<file path="src/design/rse_pkg.sv">
// Functional notes
// - on-off keying: sixteen I/Q samples per low-IF period; the code paces them by the programmed deviation period instead.
// - frequency-shift keying: sixteen I/Q samples per programmed deviation period.
// - strength is the average over a sliding window of the latest 16 samples.
// - readable strength value is refreshed once per sample.
// - one step of the strength value is 0.5 dB, uncalibrated.
// - IF gain selectable 0 to -13.5 dB in 4.5 dB steps, resets to 0 dB.
// - alarm raised when the strength rises above the programmed alarm level.
// - alarm recorded in a flag; writing one clears it, zero leaves it.
// - receive interrupt routed to pin a or pin b by per-pin selects.
// - estimator runs only while the operating mode field holds 011.
package rse_pkg;
    localparam int ADDR_W = 8;
    localparam int DATA_W = 32;
    localparam int IQ_W = 12;
    localparam int MAG_W = IQ_W + 1;
    localparam int WIN_DEPTH = 16;
    localparam int WIN_AW = 4;
    localparam int SUM_W = MAG_W + WIN_AW;
    localparam int SAMPLES_PER_PERIOD = 16;
    localparam int XTAL_CYC_PER_DEV_STEP = 32;
    localparam int DB_STEPS_PER_OCTAVE = 12;
    localparam int GAIN_STEP_HALF_DB = 9;

    localparam logic [ADDR_W-1:0] REG_CTRL = 8'h00;
    localparam logic [ADDR_W-1:0] REG_DEVIATION = 8'h04;
    localparam logic [ADDR_W-1:0] REG_ALARM_LEVEL = 8'h08;
    localparam logic [ADDR_W-1:0] REG_STATUS = 8'h0c;
    localparam logic [ADDR_W-1:0] REG_MASK = 8'h10;
    localparam logic [ADDR_W-1:0] REG_ROUTE = 8'h14;
    localparam logic [ADDR_W-1:0] REG_STRENGTH = 8'h18;

    localparam int CTRL_MODE_LSB = 0;
    localparam int CTRL_OOK_BIT = 3;
    localparam int CTRL_GAIN_LSB = 4;
    localparam int STATUS_ALARM_BIT = 0;
    localparam int ROUTE_LINE0_BIT = 0;
    localparam int ROUTE_LINE1_BIT = 1;

    localparam logic [2:0] MODE_RX = 3'h3;
    localparam logic [2:0] MODE_RESET = 3'h0;
    localparam logic [1:0] GAIN_RESET = 2'h0;
    localparam logic [7:0] DEV_RESET = 8'h03;
    localparam logic [7:0] ALARM_LEVEL_RESET = 8'h00;
endpackage

</file>
<file path="src/design/rse_log_conv.sv">
module rse_log_conv #(
    parameter int AVG_W = 13
) (
    input wire logic pclk,
    input wire logic presetn,
    input wire logic in_valid,
    input wire logic [AVG_W-1:0] avg,
    input wire logic [1:0] gain,
    output logic out_valid,
    output logic [7:0] strength
);
    import rse_pkg::*;

    logic out_valid_r;
    logic out_valid_nxt;
    logic [7:0] strength_r;
    logic [7:0] strength_nxt;
    logic [3:0] msb;
    logic [AVG_W-1:0] norm;
    logic [3:0] mant;
    logic [7:0] frac;
    logic [7:0] gain_comp;

    function automatic logic [3:0] msb_pos(input logic [AVG_W-1:0] v);
        logic [3:0] p;
        p = 4'h0;
        for (int k = 0; k < AVG_W; k++) begin
            if (v[k]) begin
                p = 4'(k);
            end
        end
        return p;
    endfunction

    // log2 as octave index plus four-bit mantissa, scaled to half-dB steps
    always_comb begin
        msb = msb_pos(avg);
        norm = avg << (4'(AVG_W - 1) - msb);
        mant = norm[AVG_W-2 -: 4];
        frac = 8'((8'(mant) * 8'(DB_STEPS_PER_OCTAVE)) >> 4);
        gain_comp = 8'(8'(gain) * 8'(GAIN_STEP_HALF_DB));
        strength_nxt = strength_r;
        out_valid_nxt = in_valid;
        if (in_valid) begin
            if (avg == '0) begin
                strength_nxt = gain_comp;
            end else begin
                strength_nxt = 8'(8'(msb) * 8'(DB_STEPS_PER_OCTAVE)) + frac + gain_comp;
            end
        end
    end

    always_ff @(posedge pclk or negedge presetn) begin
        if (!presetn) begin
            out_valid_r <= 1'b0;
            strength_r <= 8'h00;
        end else begin
            out_valid_r <= out_valid_nxt;
            strength_r <= strength_nxt;
        end
    end

    assign out_valid = out_valid_r;
    assign strength = strength_r;
endmodule

</file>
<file path="src/design/rse_ring_mem.sv">
module rse_ring_mem #(
    parameter int W = 13,
    parameter int DEPTH = 16,
    parameter int AW = 4
) (
    input wire logic pclk,
    input wire logic presetn,
    input wire logic wr_en,
    input wire logic [AW-1:0] wr_addr,
    input wire logic [W-1:0] wr_data,
    input wire logic [AW-1:0] rd_addr,
    output logic [W-1:0] rd_data
);
    logic [W-1:0] mem [DEPTH];
    logic [W-1:0] rd_data_r;
    logic [W-1:0] rd_data_nxt;

    always_comb begin
        rd_data_nxt = mem[rd_addr];
    end

    always_ff @(posedge pclk) begin
        if (wr_en) begin
            mem[wr_addr] <= wr_data;
        end
    end

    always_ff @(posedge pclk or negedge presetn) begin
        if (!presetn) begin
            rd_data_r <= '0;
        end else begin
            rd_data_r <= rd_data_nxt;
        end
    end

    assign rd_data = rd_data_r;
endmodule

</file>
<file path="src/design/rse_top.sv">
module rse_top #(
    parameter int CLK_PER_XTAL = 16
) (
    input wire logic pclk,
    input wire logic presetn,
    input wire logic psel,
    input wire logic penable,
    input wire logic pwrite,
    input wire logic [rse_pkg::ADDR_W-1:0] paddr,
    input wire logic [rse_pkg::DATA_W-1:0] pwdata,
    input wire logic [3:0] pstrb,
    output logic pready,
    output logic [rse_pkg::DATA_W-1:0] prdata,
    output logic pslverr,
    input wire logic signed [rse_pkg::IQ_W-1:0] baseband_i,
    input wire logic signed [rse_pkg::IQ_W-1:0] baseband_q,
    output logic [1:0] if_gain_code,
    output logic rx_active,
    output logic [7:0] signal_strength_value,
    output logic irq,
    output logic interrupt_pin_a,
    output logic interrupt_pin_b
);
    import rse_pkg::*;

    // register state
    logic [2:0] mode_r, mode_nxt;
    logic ook_r, ook_nxt;
    logic [1:0] gain_r, gain_nxt;
    logic [7:0] dev_r, dev_nxt;
    logic [7:0] level_r, level_nxt;
    logic flag_r, flag_nxt;
    logic mask_r, mask_nxt;
    logic line0_r, line0_nxt;
    logic line1_r, line1_nxt;
    logic pready_r, pready_nxt;
    logic [DATA_W-1:0] prdata_r, prdata_nxt;
    logic pslverr_r, pslverr_nxt;
    // estimator state
    logic [15:0] samp_cnt_r, samp_cnt_nxt;
    logic [MAG_W-1:0] mag_r, mag_nxt;
    logic phase1_r, phase1_nxt;
    logic avg_valid_r, avg_valid_nxt;
    logic [SUM_W-1:0] sum_r, sum_nxt;
    logic [WIN_AW-1:0] ptr_r, ptr_nxt;
    logic [4:0] fill_r, fill_nxt;
    logic [7:0] strength_r, strength_nxt;
    // output flops
    logic irq_r, irq_nxt;
    logic pin_a_r, pin_a_nxt;
    logic pin_b_r, pin_b_nxt;
    logic rx_active_r, rx_active_nxt;

    logic setup;
    logic wr_en;
    logic mapped;
    logic rx_on;
    logic samp_tick;
    logic [15:0] interval;
    logic [IQ_W-1:0] abs_i;
    logic [IQ_W-1:0] abs_q;
    logic [MAG_W-1:0] old_v;
    logic [MAG_W-1:0] rd_data;
    logic lc_valid;
    logic [7:0] lc_strength;
    logic alarm_set;
    logic alarm_clr;
    logic pending;

    function automatic logic is_mapped(input logic [ADDR_W-1:0] a);
        return a == REG_CTRL || a == REG_DEVIATION || a == REG_ALARM_LEVEL ||
               a == REG_STATUS || a == REG_MASK || a == REG_ROUTE || a == REG_STRENGTH;
    endfunction

    // apb slave: zero wait states, read data and error registered in setup
    always_comb begin
        setup = psel && !penable;
        wr_en = psel && penable && pready_r && pwrite && pstrb[0];
        mapped = is_mapped(paddr);
        pready_nxt = 1'b1;
        prdata_nxt = prdata_r;
        pslverr_nxt = pslverr_r;
        if (setup) begin
            pslverr_nxt = !mapped;
            prdata_nxt = '0;
            case (paddr)
                REG_CTRL: begin
                    prdata_nxt[CTRL_MODE_LSB +: 3] = mode_r;
                    prdata_nxt[CTRL_OOK_BIT] = ook_r;
                    prdata_nxt[CTRL_GAIN_LSB +: 2] = gain_r;
                end
                REG_DEVIATION: prdata_nxt[7:0] = dev_r;
                REG_ALARM_LEVEL: prdata_nxt[7:0] = level_r;
                REG_STATUS: prdata_nxt[STATUS_ALARM_BIT] = flag_r;
                REG_MASK: prdata_nxt[STATUS_ALARM_BIT] = mask_r;
                REG_ROUTE: begin
                    prdata_nxt[ROUTE_LINE0_BIT] = line0_r;
                    prdata_nxt[ROUTE_LINE1_BIT] = line1_r;
                end
                REG_STRENGTH: prdata_nxt[7:0] = strength_r;
                default: prdata_nxt = '0;
            endcase
        end
    end

    // configuration registers
    always_comb begin
        mode_nxt = mode_r;
        ook_nxt = ook_r;
        gain_nxt = gain_r;
        dev_nxt = dev_r;
        level_nxt = level_r;
        mask_nxt = mask_r;
        line0_nxt = line0_r;
        line1_nxt = line1_r;
        if (wr_en) begin
            case (paddr)
                REG_CTRL: begin
                    mode_nxt = pwdata[CTRL_MODE_LSB +: 3];
                    ook_nxt = pwdata[CTRL_OOK_BIT];
                    gain_nxt = pwdata[CTRL_GAIN_LSB +: 2];
                end
                REG_DEVIATION: dev_nxt = pwdata[7:0];
                REG_ALARM_LEVEL: level_nxt = pwdata[7:0];
                REG_MASK: mask_nxt = pwdata[STATUS_ALARM_BIT];
                REG_ROUTE: begin
                    line0_nxt = pwdata[ROUTE_LINE0_BIT];
                    line1_nxt = pwdata[ROUTE_LINE1_BIT];
                end
                default: begin
                end
            endcase
        end
    end

    // sample pacing: interval is one sixteenth of the deviation period
    always_comb begin
        rx_on = mode_r == MODE_RX;
        interval = 16'((16'(dev_r) + 16'h0001) *
                   16'(XTAL_CYC_PER_DEV_STEP / SAMPLES_PER_PERIOD * CLK_PER_XTAL));
        samp_tick = rx_on && samp_cnt_r == 16'h0000;
        if (!rx_on || samp_tick) begin
            samp_cnt_nxt = interval - 16'h0001;
        end else begin
            samp_cnt_nxt = samp_cnt_r - 16'h0001;
        end
    end

    // sliding window of the last sixteen magnitudes
    always_comb begin
        abs_i = baseband_i[IQ_W-1] ? 12'(-baseband_i) : 12'(baseband_i);
        abs_q = baseband_q[IQ_W-1] ? 12'(-baseband_q) : 12'(baseband_q);
        mag_nxt = samp_tick ? {1'b0, abs_i} + {1'b0, abs_q} : mag_r;
        old_v = (fill_r == 5'(WIN_DEPTH)) ? rd_data : '0;
        phase1_nxt = samp_tick;
        avg_valid_nxt = phase1_r && rx_on;
        sum_nxt = sum_r;
        ptr_nxt = ptr_r;
        fill_nxt = fill_r;
        if (!rx_on) begin
            sum_nxt = '0;
            ptr_nxt = '0;
            fill_nxt = 5'h00;
        end else if (phase1_r) begin
            sum_nxt = sum_r + SUM_W'(mag_r) - SUM_W'(old_v);
            ptr_nxt = ptr_r + 4'h1;
            if (fill_r != 5'(WIN_DEPTH)) begin
                fill_nxt = fill_r + 5'h01;
            end
        end
    end

    rse_ring_mem #(.W(MAG_W), .DEPTH(WIN_DEPTH), .AW(WIN_AW)) u_win (
        .pclk(pclk),
        .presetn(presetn),
        .wr_en(phase1_r && rx_on),
        .wr_addr(ptr_r),
        .wr_data(mag_r),
        .rd_addr(ptr_r),
        .rd_data(rd_data)
    );

    rse_log_conv #(.AVG_W(MAG_W)) u_log (
        .pclk(pclk),
        .presetn(presetn),
        .in_valid(avg_valid_r),
        .avg(sum_r[SUM_W-1 -: MAG_W]),
        .gain(gain_r),
        .out_valid(lc_valid),
        .strength(lc_strength)
    );

    // strength, alarm flag and interrupt outputs
    always_comb begin
        strength_nxt = lc_valid ? lc_strength : strength_r;
        alarm_set = lc_valid && rx_on && lc_strength > level_r;
        alarm_clr = wr_en && paddr == REG_STATUS && pwdata[STATUS_ALARM_BIT];
        if (alarm_set) begin
            flag_nxt = 1'b1;
        end else if (alarm_clr) begin
            flag_nxt = 1'b0;
        end else begin
            flag_nxt = flag_r;
        end
        pending = flag_r && mask_r;
        irq_nxt = pending;
        pin_a_nxt = pending && line0_r;
        pin_b_nxt = pending && line1_r;
        rx_active_nxt = rx_on;
    end

    always_ff @(posedge pclk or negedge presetn) begin
        if (!presetn) begin
            mode_r <= MODE_RESET;
            ook_r <= 1'b0;
            gain_r <= GAIN_RESET;
            dev_r <= DEV_RESET;
            level_r <= ALARM_LEVEL_RESET;
            flag_r <= 1'b0;
            mask_r <= 1'b0;
            line0_r <= 1'b0;
            line1_r <= 1'b0;
            pready_r <= 1'b0;
            prdata_r <= '0;
            pslverr_r <= 1'b0;
            samp_cnt_r <= 16'h0000;
            mag_r <= '0;
            phase1_r <= 1'b0;
            avg_valid_r <= 1'b0;
            sum_r <= '0;
            ptr_r <= '0;
            fill_r <= 5'h00;
            strength_r <= 8'h00;
            irq_r <= 1'b0;
            pin_a_r <= 1'b0;
            pin_b_r <= 1'b0;
            rx_active_r <= 1'b0;
        end else begin
            mode_r <= mode_nxt;
            ook_r <= ook_nxt;
            gain_r <= gain_nxt;
            dev_r <= dev_nxt;
            level_r <= level_nxt;
            flag_r <= flag_nxt;
            mask_r <= mask_nxt;
            line0_r <= line0_nxt;
            line1_r <= line1_nxt;
            pready_r <= pready_nxt;
            prdata_r <= prdata_nxt;
            pslverr_r <= pslverr_nxt;
            samp_cnt_r <= samp_cnt_nxt;
            mag_r <= mag_nxt;
            phase1_r <= phase1_nxt;
            avg_valid_r <= avg_valid_nxt;
            sum_r <= sum_nxt;
            ptr_r <= ptr_nxt;
            fill_r <= fill_nxt;
            strength_r <= strength_nxt;
            irq_r <= irq_nxt;
            pin_a_r <= pin_a_nxt;
            pin_b_r <= pin_b_nxt;
            rx_active_r <= rx_active_nxt;
        end
    end

    assign pready = pready_r;
    assign prdata = prdata_r;
    assign pslverr = pslverr_r;
    assign if_gain_code = gain_r;
    assign rx_active = rx_active_r;
    assign signal_strength_value = strength_r;
    assign irq = irq_r;
    assign interrupt_pin_a = pin_a_r;
    assign interrupt_pin_b = pin_b_r;

    // helper: cycles since the last sample, valid only with a steady interval
    logic [15:0] gap_r;
    logic gap_ok_r;
    always_ff @(posedge pclk or negedge presetn) begin
        if (!presetn) begin
            gap_r <= 16'h0000;
            gap_ok_r <= 1'b0;
        end else begin
            gap_r <= samp_tick ? 16'h0001 : gap_r + 16'h0001;
            if (!rx_on || (wr_en && paddr == REG_DEVIATION)) begin
                gap_ok_r <= 1'b0;
            end else if (samp_tick) begin
                gap_ok_r <= 1'b1;
            end
        end
    end
endmodule

</file>
<file path="config.mk">
export PLATFORM = sky130hd
export DESIGN_NAME = rse_top
export DESIGN_NICKNAME = d
export VERILOG_FILES = /design/src/design/rse_pkg.sv /design/src/design/rse_log_conv.sv /design/src/design/rse_ring_mem.sv /design/src/design/rse_top.sv
export SDC_FILE = /design/constraint.sdc
export NUM_CORES = 1
export LEC_CHECK = 0
export ABC_CLOCK_PERIOD_IN_PS = 6800
export BUFFER_PORTS_ARGS = -buffer_cell sky130_fd_sc_hd__buf_2
export CAP_MARGIN = 20
export CORE_ASPECT_RATIO = 1.4
export CORE_UTILIZATION = 60
export DETAILED_ROUTE_END_ITERATION = 16
export HOLD_SLACK_MARGIN = 0.12
export PLACE_DENSITY = 0.78
export REMOVE_ABC_BUFFERS = 1
export SLEW_MARGIN = 40
export SYNTH_ARGS = -nofsm -noshare
export SYNTH_HDL_FRONTEND = slang
export SYNTH_HIERARCHICAL = 1
export SYNTH_SLANG_ARGS = --single-unit
</file>
<file path="constraint.sdc">
create_clock -name pclk -period 6.8 [get_ports pclk]
set_clock_uncertainty 0.2 [all_clocks]
set_input_delay 0.68 -clock pclk [delete_from_list [all_inputs] [get_ports pclk]]
set_output_delay 0.68 -clock pclk [all_outputs]
set_load 0.03 [all_outputs]
</file>
### After elaboration in Yosys (flattened, before gate mapping)

Memories as Yosys holds them, arrays and structs flattened. A register that Yosys moved wholly into a read port is not among the register bits.
Index checks and enable logic that the tools add are counted.
Widths: inputs -> output; s select.

* bits in registers: 114
* memory bits (writable): 208
* input bits: 73
* output and inout bits: 48
* logic and storage cells: 123
* memories: 1

* $add $sub $neg: 13
* multiply operators: 3
* magnitude comparators: 1
* equal/unequal tests: 11
* shift-type cells: 1
* mux-type cells: 32
* reduce and logical (&&, ||, !) cells: 35

Memory list
* u_win.mem: depth 16, width 13, rd ports 1, clocked after memory_dff 1, write ports 1, RTL line rse_ring_mem.sv:14 `logic [W-1:0] mem [DEPTH];`

Operator list (count)
* $mux 4: 13
* $mux 17: 2
* $eq 8x5->1 const B: 3
* $mux 12: 2
* $neg 12->12: 2
* $add 17x13->17: 1
* $sub 17x13->17: 1
* $eq 8x4->1 const B: 2
* $logic_not 16->1: 1
* $mux 16: 1
* $pmux 4 s4: 1
* $sub 16x1->16 const B: 1
* $mux 5: 3
* $sub 14x1->15 const B: 1
* $logic_and 1x1->1: 14
* $add 12x12->13: 1
* $logic_not 13->1: 1
* $mux 13: 1
* $shl 13x4->12: 1
* $mul 4x2->6 const B: 2
* $reduce_and 2->1: 6
* $add 8x1->9 const B: 1
* $add 8x4->8: 1
* $add 8x6->8: 1
* other kinds (20): 33

### Longest topological paths before layout

* depth in word-level cells: 18
* gate-level depth with buffers: 27
* depth with buffers taken out: 27

### Hierarchy

The synthesis kept the hierarchy.

By module, submodules not included
* rse_ring_mem: times used 1, cells each 355, area each 8308.0 um2, seq. area each 6571.3 um2
* rse_top: times used 1, cells each 804, area each 7369.6 um2, seq. area each 2630.0 um2
* rse_log_conv: times used 1, cells each 200, area each 1604.0 um2, seq. area each 225.2 um2

### Least setup slack after synthesis

Ideal clock, no wire load.

* path type: flip-flop to flip-flop
* start point: register sum_r[15]
* end point: register u_log.strength_r[7], in the netlist u_log/strength[7]
* setup time: 135 ps
* arrival: 5132 ps
* data required time: 6465 ps
* path slack: 1334 ps
* cell stages (with the launch flop): 26
* path buffers: 1
* clock period less this slack: 5466 ps
* cells stage by stage: dfrtp_1 -> nor2b_1 -> or3_1 -> o21ai_2 -> inv_2 -> ha_1 -> clkbuf_1 -> clkinv_1 -> o221a_2 -> a311oi_1 -> o32ai_1 -> ha_1 -> and2_1 -> o21ai_0 -> o41ai_1 -> nor4_1 -> ha_1 -> inv_1 -> fa_1 -> inv_1 -> a21oi_1 -> o21bai_1 -> a21oi_1 -> nor2_1 -> xor2_1 -> o22ai_1

* cells in the longest elaborated chain, start to end: 8
* elaborated cells on any way between the ends: 10
* those cells by class: add/sub (3); mul (2); shift (1); mux (3); reduce/logical (1)

RTL lines
* start, declared: RTL line rse_top.sv:44 `logic [SUM_W-1:0] sum_r, sum_nxt;`
* start signal, assigned: RTL line rse_top.sv:255 `sum_r <= sum_nxt;`
* $mux 4 (2 in series): RTL line rse_log_conv.sv:28 `if (v[k]) begin`
* $sub 4x4->4: RTL line rse_log_conv.sv:38 `norm = avg << (4'(AVG_W - 1) - msb);`
* $shl 13x4->12: RTL line rse_log_conv.sv:38
* $mul 4x2->6: RTL line rse_log_conv.sv:40 `frac = 8'((8'(mant) * 8'(DB_STEPS_PER_OCTAVE)) >> 4);`
* $add 8x4->8: RTL line rse_log_conv.sv:48 `strength_nxt = 8'(8'(msb) * 8'(DB_STEPS_PER_OCTAVE)) + frac + gain_comp;`
* $add 8x6->8: RTL line rse_log_conv.sv:48
* $mux 8 *: RTL line rse_log_conv.sv:45 `if (avg == '0) begin`
* end signal, assigned: RTL line rse_log_conv.sv:59 `strength_r <= strength_nxt;`
* end, declared: RTL line rse_log_conv.sv:16 `logic [7:0] strength_r;`

Mark *: on every way between the ends. The rest lies on a longest branch, timed or not.
A chain may end at the register's enable or synchronous reset.

### Worst setup path in the final report

Ends and elaborated chain as after synthesis.

==> metrics.md <==
| Metric | Value |
|---|---|
| Vias | `11100` |
| Initial core utilization | `0.610` |
| DP HPWL | `about 25000 um` |
| Max-Cap Viols | `0` |
| Clk sinks | `~340` |
| Setup TNS | `0 ns` |
| Post-layout net count | `1593` |
| CP Max Fanout | `10` |
| Core Rows | `73` |
| Combinational power share | `0.062` |
| Drt wl/cell | `19.9 um` |
| Synth warn | `6` |
| Commonest non-fill, non-tap cells in the layout | `edfxtp_1 (208), dfrtp_1 (123), inv_1 (102)` |
| Diodes inserted | `0` |
| Worst-Skew Late Latency | `around 0.57 ns` |
| Largest net degree at the start of global routing | `between 60 and 70` |
| Routed WL | `between 30000 and 40000 um` |
| Initial detailed-routing violation count | `655` |
| Vias per std cell | `6.05` |
| Syn_area_per_cell | `12.7 um^2` |
| Number of flops mapped to enable cells by yosys | `between 200 and 250` |
| Async SR Flop Fraction | `0.379` |
| Post-synth cell types | `between 80 and 90` |
| Final setup fails | `0` |
| Final hold violation count | `0` |
| Seq/Total Area, Yosys | `0.545` |
| Status | `finished clean` |
| Core box area | `approximately 28000 um^2` |
| Max-slew violations | `0` |
| Vias in the first global route | `between 10000 and 15000` |
| Critical path endpoint category | `flop` |
| DIE AREA | `29500 um^2` |
| Syn-to-layout area delta | `10.6%` |
| Period utilization | `0.912` |
| TritonRoute pass-1 iters | `4` |
| FMAX | `about 0.16 GHz` |
| Number of port buffers | `just under 70` |
| Tot Pwr | `about 4.3 mW` |
| Clock power share | `0.437` |
| Number of synthesized register bits | `335` |
| Worst vdd rail ir drop | `between 0.15 and 0.2 mV` |
| Post-CTS setup buffers | `0` |
| Top Ports | `between 100 and 150` |
| Critical path arrival | `around 6.4 ns` |
| Remaining DRCs | `0` |
| Synth top area cells | `edfxtp_1 (36%), dfrtp_1 (18%), ha_1 (4.6%)` |
| Chip Height | `about 200 um` |
| Total track usage | `0.255` |
| Global-route wire length before repair | `approximately 59000 um` |
| Clock root cell | `clkbuf_16` |
| Placed insts | `between 1500 and 2000` |
| Commonest non-fill, non-tap cell in the layout | `edfxtp_1` |
| CTS tree | `done` |
| RSZ-0062 raised after global routing | `no` |
| Critical path type | `reg2reg` |
| Seq pwr share | `0.501` |
| Relative slew slack | `0.442` |
| GRT overflow | `0` |
| Final min period | `6.20 ns` |
| Leading area contributor after synthesis | `edfxtp_1` |
| Antenna violations before repair | `0` |
| CP startpoint kind | `flop` |
| Total CTS buffers | `31` |
| Share of layout cells above drive strength 1 | `0.164` |
| Clock transition at path regs | `approximately 0.060 ns` |
| Chip width | `about 150 um` |
| Main synth FF type | `edfxtp_1` |
| Net Sw Frac | `0.212` |
| Post-Syn Instances | `~1400` |
| Slew @ Worst Pin | `~0.84 ns` |
| Cell Area, Synth | `17300 um^2` |
| Power Density | `approximately 230 nW/um^2` |
| Min-Delay Path Class | `in2reg` |
| Top-area cell type share of the netlist area | `0.361` |
| Psw | `roughly 0.92 mW` |
| Layout Cells excl Fill | `around 1800` |
| P_int | `3.42 mW` |
| Required @ worst endpoint | `7.03 ns` |
| Leak | `around 8.4 nW` |
| H-tree Lvls | `1` |
| Clock Tree Buf Depth | `3` |
| Post-route ant nets | `0` |
| Gpl congestion | `~0.86` |
## power groups by stage
stage	clock network, mW	logic [mW]	registers [mW]
6_report	1.90	0.268	2.18
5_1_grt	1.99	0.297	2.18
4_1_cts	1.92	0.268	2.18
3_5_place_dp	0	0.266	2.22
3_3_place_gp	0	0.260	2.22
2_1_floorplan	0	0.184	2.21
## critical path, stage by stage (launching register included)
cell and delay [ns]:
dfrtp_1 0.48, nor2b_1 0.22, or3_1 0.40, o21ai_2 0.25
inv_2 0.13, ha_1 0.48, clkinv_1 0.37, o221a_2 0.24
o21ai_0 0.14, o21ai_0 0.09, mux2i_1 0.37, ha_1 0.37
and2_1 0.18, o21ai_0 0.14, o41ai_1 0.09, nor4_1 0.39
ha_1 0.21, inv_1 0.06, fa_1 0.45, inv_1 0.07
a21oi_1 0.06, o21bai_1 0.21, a21oi_1 0.10, nor2_1 0.12
xor2_1 0.15, o22ai_1 0.09
## sequential cells by signal (all words and copies together) (netlist names), 2 cells and up
name,cells
u_win/mem,208
sum_r,17
samp_cnt_r,16
mag_r,13
u_win/rd_data,13
dev_r,8
level_r,8
prdata,8
signal_strength_value,8
u_log/strength,8
fill_r,5
ptr_r,4
mode_r,3
if_gain_code,2
## path summary, 6_finish.rpt
path / endpoint / startpoint / cells past startpoint / slack [ns]
max reg2reg: u_log/strength[7] / sum_r[15] / 25 / 0.60
max: u_log/strength[7] / sum_r[15] / 25 / 0.60
min in group asynchronous: prdata[7] / presetn / 2 / 0.46
min reg2reg: pslverr / pslverr / 2 / 0.28
min: dev_r[6] / pwdata[6] / 2 / 0.19
max in group asynchronous: ptr_r[1] / presetn / 4 / 4.32
## layout make-up
cell class / count / area, um^2
clock inverters: 20 / 313
clock buffers: 36 / 805
inverters: 106 / 398
repair buffers: 95 / 546
multi-input cells: 869 / 7160
well taps: 375 / 469
flip-flops and latches: 335 / 9430
fillers: 1974 / 9190
## kinds of logic (layout without fill, tap and decap cells)
logic type,Yosys count,count (layout),share of synthesized area
buffers and inverters,178,257,0.0473
adder cells (fa/ha/maj),82,82,0.0672
flip-flops,335,335,0.545
multiplexers,111,111,0.112
AO/OA/AOI/OAI,239,239,0.0930
other,2,25,0.000435
XOR/XNOR,76,76,0.0396
AND/OR/NAND/NOR,336,336,0.0953
## metal layers
metal | vias to the layer above | global-route usage | share of wire
li1 | 5120 | - | -
met1 | 5559 | 0.284 | 0.38
met2 | 322 | 0.482 | 0.55
met3 | 100 | 0.0279 | 0.037
met4 | 0 | 0.123 | 0.042
met5 | - | 0 | 0
## synth_stat cells (6+ instances only)
cell	instances
fa_1	18
mux4_1	24
clkbuf_1	30
nand3_1	20
ha_1	64
mux2_2	29
nor3_1	20
nor2_1	92
buf_6	6
nor2b_1	10
xnor2_1	44
inv_1	102
a211oi_1	9
dfrtp_1	125
edfxtp_1	208
nand2b_1	15
mux2i_1	23
o31ai_1	13
a22oi_1	28
a31oi_1	7
buf_1	7
nand2_1	92
or3_1	11
o22ai_1	9
xor2_1	31
buf_4	26
a21oi_1	55
mux2_4	6
nand4_1	12
and2_1	18
mux4_2	29
a21o_1	14
and3_1	13
o21ai_0	47
## metrics by stage
stage	instance area, um^2	setup WS [ns]	util	hold slack [ns]
3_5_place_dp	18000	0.537	0.635	0.268
2_1_floorplan	16900	1.29	-	0.184
4_1_cts	19100	0.515	0.675	0.161
6_report	19100	0.598	0.675	0.190
3_3_place_gp	18000	0.719	0.635	0.258
5_1_grt	19100	0.139	0.675	0.185
## what timing repair did
action | CTS | global route
gates resized for setup | 0 | 0
hold buffers | 1 | 0
hold endpoints to repair | 45 | 0
Note: power is estimated with default switching activity, not from simulation.
